### src/rtl/isp_port_pkg.sv
// Constants and types shared by the serial test port control block
package isp_port_pkg;
    // Register offsets on the software port
    localparam logic [7:0] PORT_EN_OFS = 8'hc7;
    localparam logic [7:0] MMAP_OFS = 8'hc2;
    localparam logic [7:0] PM_A_OFS = 8'hb0;
    localparam logic [7:0] PM_B_OFS = 8'hb4;
    localparam logic [7:0] STATUS_OFS = 8'hc9;
    // Field positions
    localparam int PORT_EN_BIT = 0;
    localparam int SRAM_CODE_BIT = 3;
    localparam int PERIPH_BIT = 7;
    localparam int ST_PORT = 0;
    localparam int ST_ISC = 1;
    localparam int ST_BUSY = 2;
    localparam int ST_ERR = 3;
    localparam int ST_SEC = 4;
    localparam int ST_REFUSED = 5;
    localparam int ST_BLANK = 6;
    // Reset values
    localparam logic [7:0] REG_RESET = 8'h00;
    localparam logic [7:0] PM_RESET = 8'h00;
    // Instruction codes of the configuration command set
    localparam logic [7:0] OP_ISC_ENABLE = 8'h0c;
    localparam logic [7:0] OP_ISC_ENABLE_OD = 8'h0d;
    localparam logic [7:0] OP_ISC_DISABLE = 8'h0f;
    localparam logic [7:0] OP_ISC_CLEAR = 8'h1f;
    localparam logic [7:0] OP_PROGRAM = 8'h1a;
    localparam logic [7:0] OP_ERASE = 8'h1b;
    localparam logic [7:0] OP_CHIP_ERASE = 8'h1c;
    localparam logic [7:0] OP_READ = 8'h1d;
    localparam logic [7:0] OP_BYPASS = 8'hff;
    localparam logic [7:0] IR_CAPTURE = 8'h01;
    // Flash operation codes handed to the array
    localparam logic [1:0] FOP_NONE = 2'h0;
    localparam logic [1:0] FOP_PROGRAM = 2'h1;
    localparam logic [1:0] FOP_ERASE = 2'h2;
    localparam logic [1:0] FOP_CHIP = 2'h3;

    typedef enum logic [3:0] {
        TLR, RTI, SEL_DR, CAP_DR, SH_DR, EX1_DR, PA_DR, EX2_DR, UPD_DR,
        SEL_IR, CAP_IR, SH_IR, EX1_IR, PA_IR, EX2_IR, UPD_IR
    } tap_t;

    typedef enum logic {FL_READ, FL_BUSY} flash_t;
endpackage

### src/rtl/isp_port_ctrl.sv
// Serial test port enable, extension pins, flash sequencing and reset effects
module isp_port_ctrl
    import isp_port_pkg::*;
#(
    parameter int SECTORS = 12,
    parameter logic [7:0] MMAP_INIT = 8'h00
) (
    input wire logic ref_clk,
    input wire logic sys_rst,
    input wire logic power_on_rst,
    input wire logic clk_en,
    input wire logic nvm_port_dedicated,
    input wire logic port_select_product_term,
    input wire logic blank_device,
    input wire logic security_bit,
    input wire logic [SECTORS-1:0] sector_protect,
    input wire logic cfg_loaded,
    input wire logic tck_pin,
    input wire logic tms_pin,
    input wire logic tdi_pin,
    input wire logic flash_done,
    input wire logic flash_fail,
    input wire logic [7:0] flash_rdata,
    input wire logic [7:0] reg_addr,
    input wire logic [7:0] reg_wdata,
    input wire logic reg_wr,
    input wire logic reg_rd,
    output logic [7:0] reg_rdata,
    output logic port_on,
    output logic tdo_out,
    output logic tdo_oe,
    output logic isp_status_out,
    output logic isp_status_oe,
    output logic isp_error_out,
    output logic isp_error_oe,
    output logic [1:0] flash_op,
    output logic [7:0] flash_target,
    output logic [7:0] flash_wdata,
    output logic flash_abort,
    output logic sram_in_code_space_bit,
    output logic peripheral_access_bit,
    output logic [7:0] power_mode_reg_a,
    output logic [7:0] power_mode_reg_b,
    output logic pld_outputs_valid,
    output logic macrocell_clear
);
    localparam int SW = $clog2(SECTORS);

    typedef struct packed {
        logic [2:0] tck_q;
        logic [2:0] tms_q;
        logic [2:0] tdi_q;
        logic tck_f;
        logic tms_f;
        logic tdi_f;
        tap_t tap;
        logic [7:0] ir_sh;
        logic [7:0] ir;
        logic [15:0] dr;
        logic tdo;
        logic tdo_oe;
        logic port_on;
        logic isc_on;
        logic ext_od;
        logic disabled;
        logic err;
        logic wiped;
        logic refused;
        flash_t fl;
        logic [1:0] fl_op;
        logic [7:0] fl_tgt;
        logic [7:0] fl_wd;
        logic fl_abort;
        logic port_en;
        logic [7:0] mmap;
        logic [7:0] pm_a;
        logic [7:0] pm_b;
        logic [7:0] rdata;
        logic stat_out;
        logic stat_oe;
        logic err_out;
        logic err_oe;
        logic pld_valid;
        logic mcell_clr;
    } state_t;

    state_t s;
    state_t next_s;

    function automatic tap_t tap_step(tap_t st, logic m);
        tap_t r;
        r = st;
        case (st)
            TLR: r = m ? TLR : RTI;
            RTI: r = m ? SEL_DR : RTI;
            SEL_DR: r = m ? SEL_IR : CAP_DR;
            CAP_DR: r = m ? EX1_DR : SH_DR;
            SH_DR: r = m ? EX1_DR : SH_DR;
            EX1_DR: r = m ? UPD_DR : PA_DR;
            PA_DR: r = m ? EX2_DR : PA_DR;
            EX2_DR: r = m ? UPD_DR : SH_DR;
            UPD_DR: r = m ? SEL_DR : RTI;
            SEL_IR: r = m ? TLR : CAP_IR;
            CAP_IR: r = m ? EX1_IR : SH_IR;
            SH_IR: r = m ? EX1_IR : SH_IR;
            EX1_IR: r = m ? UPD_IR : PA_IR;
            PA_IR: r = m ? EX2_IR : PA_IR;
            EX2_IR: r = m ? UPD_IR : SH_IR;
            UPD_IR: r = m ? SEL_DR : RTI;
            default: r = TLR;
        endcase
        return r;
    endfunction

    logic rise;
    logic fall;
    logic blank;
    logic dedicated;
    logic secured;
    logic set_err;
    logic clr_err;
    logic data_ir;
    logic prot;
    logic [SW-1:0] sec_idx;

    always_comb begin
        next_s = s;
        rise = 1'b0;
        fall = 1'b0;
        set_err = 1'b0;
        clr_err = 1'b0;
        prot = 1'b0;
        sec_idx = s.dr[8 +: SW];
        blank = blank_device | s.wiped;
        dedicated = nvm_port_dedicated | blank;
        secured = security_bit & ~s.wiped;
        data_ir = (s.ir == OP_PROGRAM) || (s.ir == OP_ERASE) || (s.ir == OP_READ);
        if (clk_en) begin
            // Pins are asynchronous: a level counts once two late stages agree
            next_s.tck_q = {s.tck_q[1:0], tck_pin};
            next_s.tms_q = {s.tms_q[1:0], tms_pin};
            next_s.tdi_q = {s.tdi_q[1:0], tdi_pin};
            if (s.tck_q[1] == s.tck_q[2]) begin
                next_s.tck_f = s.tck_q[2];
            end
            if (s.tms_q[1] == s.tms_q[2]) begin
                next_s.tms_f = s.tms_q[2];
            end
            if (s.tdi_q[1] == s.tdi_q[2]) begin
                next_s.tdi_f = s.tdi_q[2];
            end
            rise = next_s.tck_f & ~s.tck_f;
            fall = ~next_s.tck_f & s.tck_f;
            next_s.fl_abort = 1'b0;

            next_s.port_on = dedicated | s.port_en | port_select_product_term;

            if (s.port_on && rise) begin
                next_s.tap = tap_step(s.tap, s.tms_f);
                case (s.tap)
                    TLR: next_s.ir = OP_BYPASS;
                    CAP_IR: begin
                        next_s.ir_sh = IR_CAPTURE;
                    end
                    SH_IR: begin
                        next_s.ir_sh = {s.tdi_f, s.ir_sh[7:1]};
                    end
                    UPD_IR: begin
                        // Unknown codes fall back to the one-bit bypass path
                        next_s.ir = s.ir_sh;
                        case (s.ir_sh)
                            OP_ISC_ENABLE: begin
                                next_s.isc_on = 1'b1;
                                next_s.ext_od = 1'b0;
                            end
                            OP_ISC_ENABLE_OD: begin
                                next_s.isc_on = 1'b1;
                                next_s.ext_od = 1'b1;
                            end
                            OP_ISC_DISABLE: begin
                                next_s.isc_on = 1'b0;
                                next_s.disabled = 1'b1;
                            end
                            OP_ISC_CLEAR: begin
                                clr_err = 1'b1;
                            end
                            default: next_s.disabled = s.disabled;
                        endcase
                    end
                    CAP_DR: begin
                        if (s.ir == OP_READ) begin
                            if (secured || !s.isc_on) begin
                                next_s.dr[7:0] = 8'h00;
                                next_s.refused = 1'b1;
                            end else begin
                                next_s.dr[7:0] = flash_rdata;
                            end
                        end else if (!data_ir) begin
                            next_s.dr[0] = 1'b0;
                        end
                    end
                    SH_DR: begin
                        if (data_ir) begin
                            next_s.dr = {s.tdi_f, s.dr[15:1]};
                        end else begin
                            next_s.dr[0] = s.tdi_f;
                        end
                    end
                    UPD_DR: begin
                        prot = (32'(sec_idx) >= SECTORS) || sector_protect[sec_idx];
                        if (s.isc_on && (s.ir == OP_CHIP_ERASE || s.ir == OP_PROGRAM
                                || s.ir == OP_ERASE)) begin
                            if (s.fl == FL_BUSY) begin
                                next_s.refused = 1'b1;
                            end else if (s.ir == OP_CHIP_ERASE) begin
                                next_s.fl = FL_BUSY;
                                next_s.fl_op = FOP_CHIP;
                            end else if (secured) begin
                                next_s.refused = 1'b1;
                            end else if (s.ir == OP_ERASE && prot) begin
                                next_s.refused = 1'b1;
                            end else begin
                                next_s.fl = FL_BUSY;
                                next_s.fl_op = (s.ir == OP_ERASE) ? FOP_ERASE : FOP_PROGRAM;
                                next_s.fl_tgt = s.dr[15:8];
                                next_s.fl_wd = s.dr[7:0];
                            end
                        end
                    end
                    default: begin
                        next_s.ir_sh = s.ir_sh;
                    end
                endcase
            end
            if (s.port_on && fall) begin
                if (s.tap == SH_IR) begin
                    next_s.tdo = s.ir_sh[0];
                end else if (s.tap == SH_DR) begin
                    next_s.tdo = s.dr[0];
                end
            end
            if (!s.port_on) begin
                next_s.tap = TLR;
                next_s.isc_on = 1'b0;
            end

            // Flash sequencer completion
            if (s.fl == FL_BUSY && flash_done) begin
                next_s.fl = FL_READ;
                next_s.fl_op = FOP_NONE;
                if (flash_fail) begin
                    set_err = 1'b1;
                end else if (s.fl_op == FOP_CHIP) begin
                    next_s.wiped = 1'b1;
                end
            end
            // A failure in the same cycle as a clear keeps the flag set
            next_s.err = (s.err & ~clr_err) | set_err;

            // Extension pins: status mirrors read mode, error is active low
            next_s.stat_out = s.ext_od ? 1'b0 : (s.fl == FL_READ);
            next_s.stat_oe = s.isc_on & (~s.ext_od | (s.fl != FL_READ));
            next_s.err_out = s.ext_od ? 1'b0 : ~s.err;
            next_s.err_oe = s.isc_on & (~s.ext_od | s.err);

            if (reg_wr) begin
                case (reg_addr)
                    PORT_EN_OFS: next_s.port_en = reg_wdata[PORT_EN_BIT];
                    MMAP_OFS: next_s.mmap = reg_wdata;
                    PM_A_OFS: next_s.pm_a = reg_wdata;
                    PM_B_OFS: next_s.pm_b = reg_wdata;
                    STATUS_OFS: next_s.refused = 1'b0;
                    default: next_s.rdata = s.rdata;
                endcase
            end
            if (reg_rd) begin
                case (reg_addr)
                    PORT_EN_OFS: next_s.rdata = {7'h00, s.port_en};
                    MMAP_OFS: next_s.rdata = s.mmap;
                    PM_A_OFS: next_s.rdata = s.pm_a;
                    PM_B_OFS: next_s.rdata = s.pm_b;
                    STATUS_OFS: begin
                        next_s.rdata = 8'h00;
                        next_s.rdata[ST_PORT] = s.port_on;
                        next_s.rdata[ST_ISC] = s.isc_on;
                        next_s.rdata[ST_BUSY] = (s.fl == FL_BUSY);
                        next_s.rdata[ST_ERR] = s.err;
                        next_s.rdata[ST_SEC] = secured;
                        next_s.rdata[ST_REFUSED] = s.refused;
                        next_s.rdata[ST_BLANK] = blank;
                    end
                    default: next_s.rdata = 8'h00;
                endcase
            end else begin
                next_s.rdata = 8'h00;
            end

            if (sys_rst || power_on_rst) begin
                next_s.fl = FL_READ;
                next_s.fl_op = FOP_NONE;
                next_s.fl_abort = (s.fl == FL_BUSY);
                next_s.port_en = 1'b0;
                next_s.port_on = dedicated | port_select_product_term;
                next_s.refused = 1'b0;
                next_s.rdata = REG_RESET;
                next_s.mmap = MMAP_INIT;
                next_s.mmap[SRAM_CODE_BIT] = 1'b0;
                next_s.mmap[PERIPH_BIT] = 1'b0;
                if (!dedicated || power_on_rst) begin
                    // Register-enabled port is held idle for the whole reset
                    next_s.tap = TLR;
                    next_s.ir = OP_BYPASS;
                    next_s.isc_on = 1'b0;
                end
                if (s.disabled) begin
                    next_s.err = 1'b0;
                    next_s.disabled = 1'b0;
                end
            end
            if (power_on_rst) begin
                next_s.pm_a = PM_RESET;
                next_s.pm_b = PM_RESET;
                next_s.wiped = 1'b0;
                next_s.err = 1'b0;
                next_s.disabled = 1'b0;
                next_s.ext_od = 1'b0;
                next_s.tdo = 1'b0;
                next_s.tdo_oe = 1'b0;
                next_s.port_on = 1'b0;
                next_s.ir_sh = 8'h00;
                next_s.dr = 16'h0000;
                next_s.fl_tgt = 8'h00;
                next_s.fl_wd = 8'h00;
                next_s.stat_out = 1'b0;
                next_s.stat_oe = 1'b0;
                next_s.err_out = 1'b0;
                next_s.err_oe = 1'b0;
                next_s.tck_f = 1'b0;
                next_s.tms_f = 1'b1;
                next_s.tdi_f = 1'b0;
                next_s.pld_valid = cfg_loaded;
                next_s.mcell_clr = 1'b1;
            end else begin
                next_s.pld_valid = s.pld_valid | cfg_loaded;
                next_s.mcell_clr = 1'b0;
            end
            // Follows the settled pin owner so the driver never outlives the port
            next_s.tdo_oe = next_s.port_on & next_s.isc_on;
        end
    end

    always_ff @(posedge ref_clk) begin
        s <= next_s;
    end

    assign reg_rdata = s.rdata;
    assign port_on = s.port_on;
    assign tdo_out = s.tdo;
    assign tdo_oe = s.tdo_oe;
    assign isp_status_out = s.stat_out;
    assign isp_status_oe = s.stat_oe;
    assign isp_error_out = s.err_out;
    assign isp_error_oe = s.err_oe;
    assign flash_op = s.fl_op;
    assign flash_target = s.fl_tgt;
    assign flash_wdata = s.fl_wd;
    assign flash_abort = s.fl_abort;
    assign sram_in_code_space_bit = s.mmap[SRAM_CODE_BIT];
    assign peripheral_access_bit = s.mmap[PERIPH_BIT];
    assign power_mode_reg_a = s.pm_a;
    assign power_mode_reg_b = s.pm_b;
    assign pld_outputs_valid = s.pld_valid;
    assign macrocell_clear = s.mcell_clr;
endmodule

### config.mk
export PLATFORM = sky130hd
export DESIGN_NAME = isp_port_ctrl
export DESIGN_NICKNAME = d
export VERILOG_FILES = /design/src/rtl/isp_port_pkg.sv /design/src/rtl/isp_port_ctrl.sv
export SDC_FILE = /design/constraint.sdc
export NUM_CORES = 1
export LEC_CHECK = 0
export BUFFER_PORTS_ARGS = -buffer_cell sky130_fd_sc_hd__buf_2
export CORE_MARGIN = 2
export CORE_UTILIZATION = 44
export DETAILED_ROUTE_END_ITERATION = 16
export PLACE_DENSITY = 0.66
export SYNTH_ARGS = -nofsm -noshare
export SYNTH_HDL_FRONTEND = slang
export SYNTH_SLANG_ARGS = --single-unit
### constraint.sdc
create_clock -name ref_clk -period 4 [get_ports ref_clk]
set_clock_uncertainty 0.15 [all_clocks]
set_input_delay 0.6 -clock ref_clk [delete_from_list [all_inputs] [get_ports ref_clk]]
set_output_delay 0.6 -clock ref_clk [all_outputs]
set_load 0.005 [all_outputs]
==> results.toml <==
[run_status]
outcome = "finished clean"

[cells_and_area]
nNetsFinal = 612
final_core_util_pct = 51.86
fillers = 1179
register_area_mm2 = 0.003483
layout-drive-gt1-share_pct = 27.23
synthToLayoutAreaGrowth_pct = 16.12
multiInputGateArea_mm2 = 0.001932
antenna_cells = 0
finalNonFillerCells = 749
fin_area_mm2 = 0.006813

[cts]
cts_sinks = 116
clk_pin_slew_ps = 50
cts_buffers = 17
h-tree-depth = 4
cts_resized = 0
clkLatencyLatePin_ps = 410
max-clock-path-buffers = 2
cts_tree = "yes"
cts_hold_buffers = 0
cts-root-buf = "clkbuf_16"
postCtsSetupBuffers = 0

[logic_synthesis]
syn_inst = 494
synth_top_area_share_pct = 59.37
synth_nets = 546
syn_area_mm2 = 0.005867
yosys-top-cells-area = "edfxtp_1, buf_4, and2_1, nand2_1, nor2_1"
synth_cell_types = 58
synthFlopType = "edfxtp_1"
seq_area_frac_synth_pct = 59.37
ys_ff_latch = 116
avgSynthCellArea_um2 = 11.88
netlist_top_cells_count = "edfxtp_1, buf_4, nand2_1, nor2_1, and2_1"
yosysMostFrequentCell = "edfxtp_1"
ys_warn_count = 0
async_flop_share_pct = 0
synth_edf_count = 116
synth_top_cell_by_area = "edfxtp_1"

[die]
die_x_um = 119.5
dieArea_mm2 = 0.01427
rows = 42
coreArea_mm2 = 0.01314
initial_core_util_pct = 44.66
die_h_um = 119.5
ios = 106

[critical_path]
critPathLaunch = "port_on$_DFFE_PP_"
worstReg2RegStart = "port_on$_DFFE_PP_"
reg2regPathDepth = 5
cp-endpoint = "flash_wdata[4]$_SDFFCE_PP0P_"
end_kind = "flop"
arrival_ps = 3430
crit_required_ps = 4130
crit_path_start_kind = "flop"
cp_slowest_cell = "and4b_1"
slowest_delay_ps = 810
cp_cell_sequence = "and4b_1, nand2_1, or3_1, a21oi_1, and2_1"
reg2reg_to = "flash_wdata[4]$_SDFFCE_PP0P_"
r2r_setup_slack_ps = 700
crit_type = "reg -> reg"
path_max_fanout = 23

[pwr]
p_leak_nw = 2.538
max-vdd-ir-drop_uv = 226.2
power_density_mw_per_mm2 = 447.2

[place]
globalplace.congestion = 0.8725
place_ws_ps = 662.5
dp_hpwl_um = 9138
numPortBuffers = 105
dpl-instance-area_mm2 = 0.006262
dpl.cell_count = 717

[route]
wl_per_cell_um = 17.29
via_per_inst = 5.473
drtIter0Drc = 383
vias = 4099
drtAntennaViolNets = 0
dr.pass1.iters = 6
wirelength_um = 12950
drc = 0

[timing]
min_period_over_period_pct = 82.62
worstMarginPinSlew_ps = 859.4
hold_viol_final = 0
setup_tns_ps = 0
rsz0062_at_grt = "false"
timing.slew.headroom_pct = 42.66
final_max_slew_viol_count = 0
period_needed_ps = 3305
timing.fmax_mhz = 302.6
setup_violations = 0
fin_ws_ps = 695.4

[grt]
grt-ovfl-total = 0
grt_start_max_net_pins = 34
grt_pass1_wl_um = 20260
grt_pass1_vias = 3887
antenna_found_initial = 0
groute.usage.overall_pct = 18.32

[flow_run]
drv_cap = 0

[hold_path]
worstHoldPathType = "in -> reg"
-- cell type report --
class,count,share of cell area (%)
clock buffer,20,6.410
clock inverter,12,1.671
inverter,11,0.6061
multi-input combinational,301,28.36
sequential,116,51.13
tap,176,3.232
timing repair buffer,113,8.595
-- layout by cell type, fill, tap and decap left out, types with 3 or more instances in the layout --
master	synthesis	layout
mux2_2	9	9
nor2b_1	21	21
clkinvlp_4	0	3
o31ai_1	3	3
nor2_1	37	37
a21oi_1	18	18
and3_1	13	13
mux2i_1	10	10
nand2_1	39	39
a222oi_1	6	6
o211ai_1	5	5
o21ai_0	8	8
nand3_1	12	12
nor3_1	9	9
clkinv_2	0	4
clkinv_1	0	3
a2111oi_0	3	3
a22oi_1	9	9
and2_1	29	29
inv_1	11	11
buf_2	2	105
or3_1	3	3
a31oi_1	4	4
a21boi_0	9	9
clkbuf_1	20	3
a211oi_1	5	5
buf_4	42	8
o21a_1	6	6
edfxtp_1	116	116
clkbuf_16	0	17
-- power breakdown --
part	internal (mW)	total [mW]	switching (mW)	leakage, nW
sequential	1.40	1.44	0.0399	1.10
clock	0.903	1.42	0.514	0.262
combinational	0.0813	0.191	0.109	1.18
total	2.38	3.05	0.664	2.54
-- cell families after synthesis --
kind of cell | count (synthesis) | synth area share [%]
and+or+nand+nor | 187 | 17.32
buffers and inverters | 77 | 7.699
xor gates and xnor gates | 2 | 0.2986
muxes | 21 | 4.201
DFF | 116 | 59.37
AOI/OAI and AO/OA | 91 | 11.11
-- routing by layer --
layer	vias to the layer above	global-route usage, %	routed length (µm)
met5	-	0	0
li1	1947	-	-
met3	8	3.784	950
met4	0	6.985	142
met2	186	29.29	6265
met1	1958	24.65	5590
-- how the worst min path moves through the flow --
| stage | slack, ps | end | start | depth (start not counted) |
|---|---|---|---|---|
| after CTS | 200 | s[107]$_DFFE_PP_ | tdi_pin | 1 |
| after global placement | 250 | s[108]$_DFFE_PP_ | s[107]$_DFFE_PP_ | 0 |
| after detailed placement | 250 | s[114]$_DFFE_PP_ | s[113]$_DFFE_PP_ | 0 |
| after global routing | 210 | s[107]$_DFFE_PP_ | tdi_pin | 1 |
| after floorplan | 250 | s[108]$_DFFE_PP_ | s[107]$_DFFE_PP_ | 0 |
| final | 220 | s[107]$_DFFE_PP_ | tdi_pin | 1 |
-- per-stage QoR --
| step | total power, mW | hold slack [ps] |
|---|---|---|
| 2_1_floorplan | 1.571 | 250.3 |
| 3_3_place_gp | 1.647 | 252.5 |
| 3_5_place_dp | 1.653 | 254.5 |
| 4_1_cts | 3.067 | 202.3 |
| 5_1_grt | 3.137 | 209.9 |
| 6_report | 3.047 | 217.4 |
-- worst max-delay path: cells and delay by family, from the launching register on --
family           cells  cell delay, ps
flip-flops           1             480
AO/OA/AOI/OAI        1             560
AND/OR/NAND/NOR      4            1970
-- state kept, by name (all words and copies together), names as in the netlist --
signal                  flops
power_mode_reg_a            8
pld_outputs_valid           1
sram_in_code_space_bit      1
reg_rdata                   8
flash_target                8
flash_op                    2
isp_error_out               1
isp_status_out              1
macrocell_clear             1
flash_abort                 1
peripheral_access_bit       1
tdo_oe                      1
port_on                     1
s                          62
flash_wdata                 8
isp_error_oe                1
isp_status_oe               1
tdo_out                     1
power_mode_reg_b            8
(Power assumes the default switching activity.)
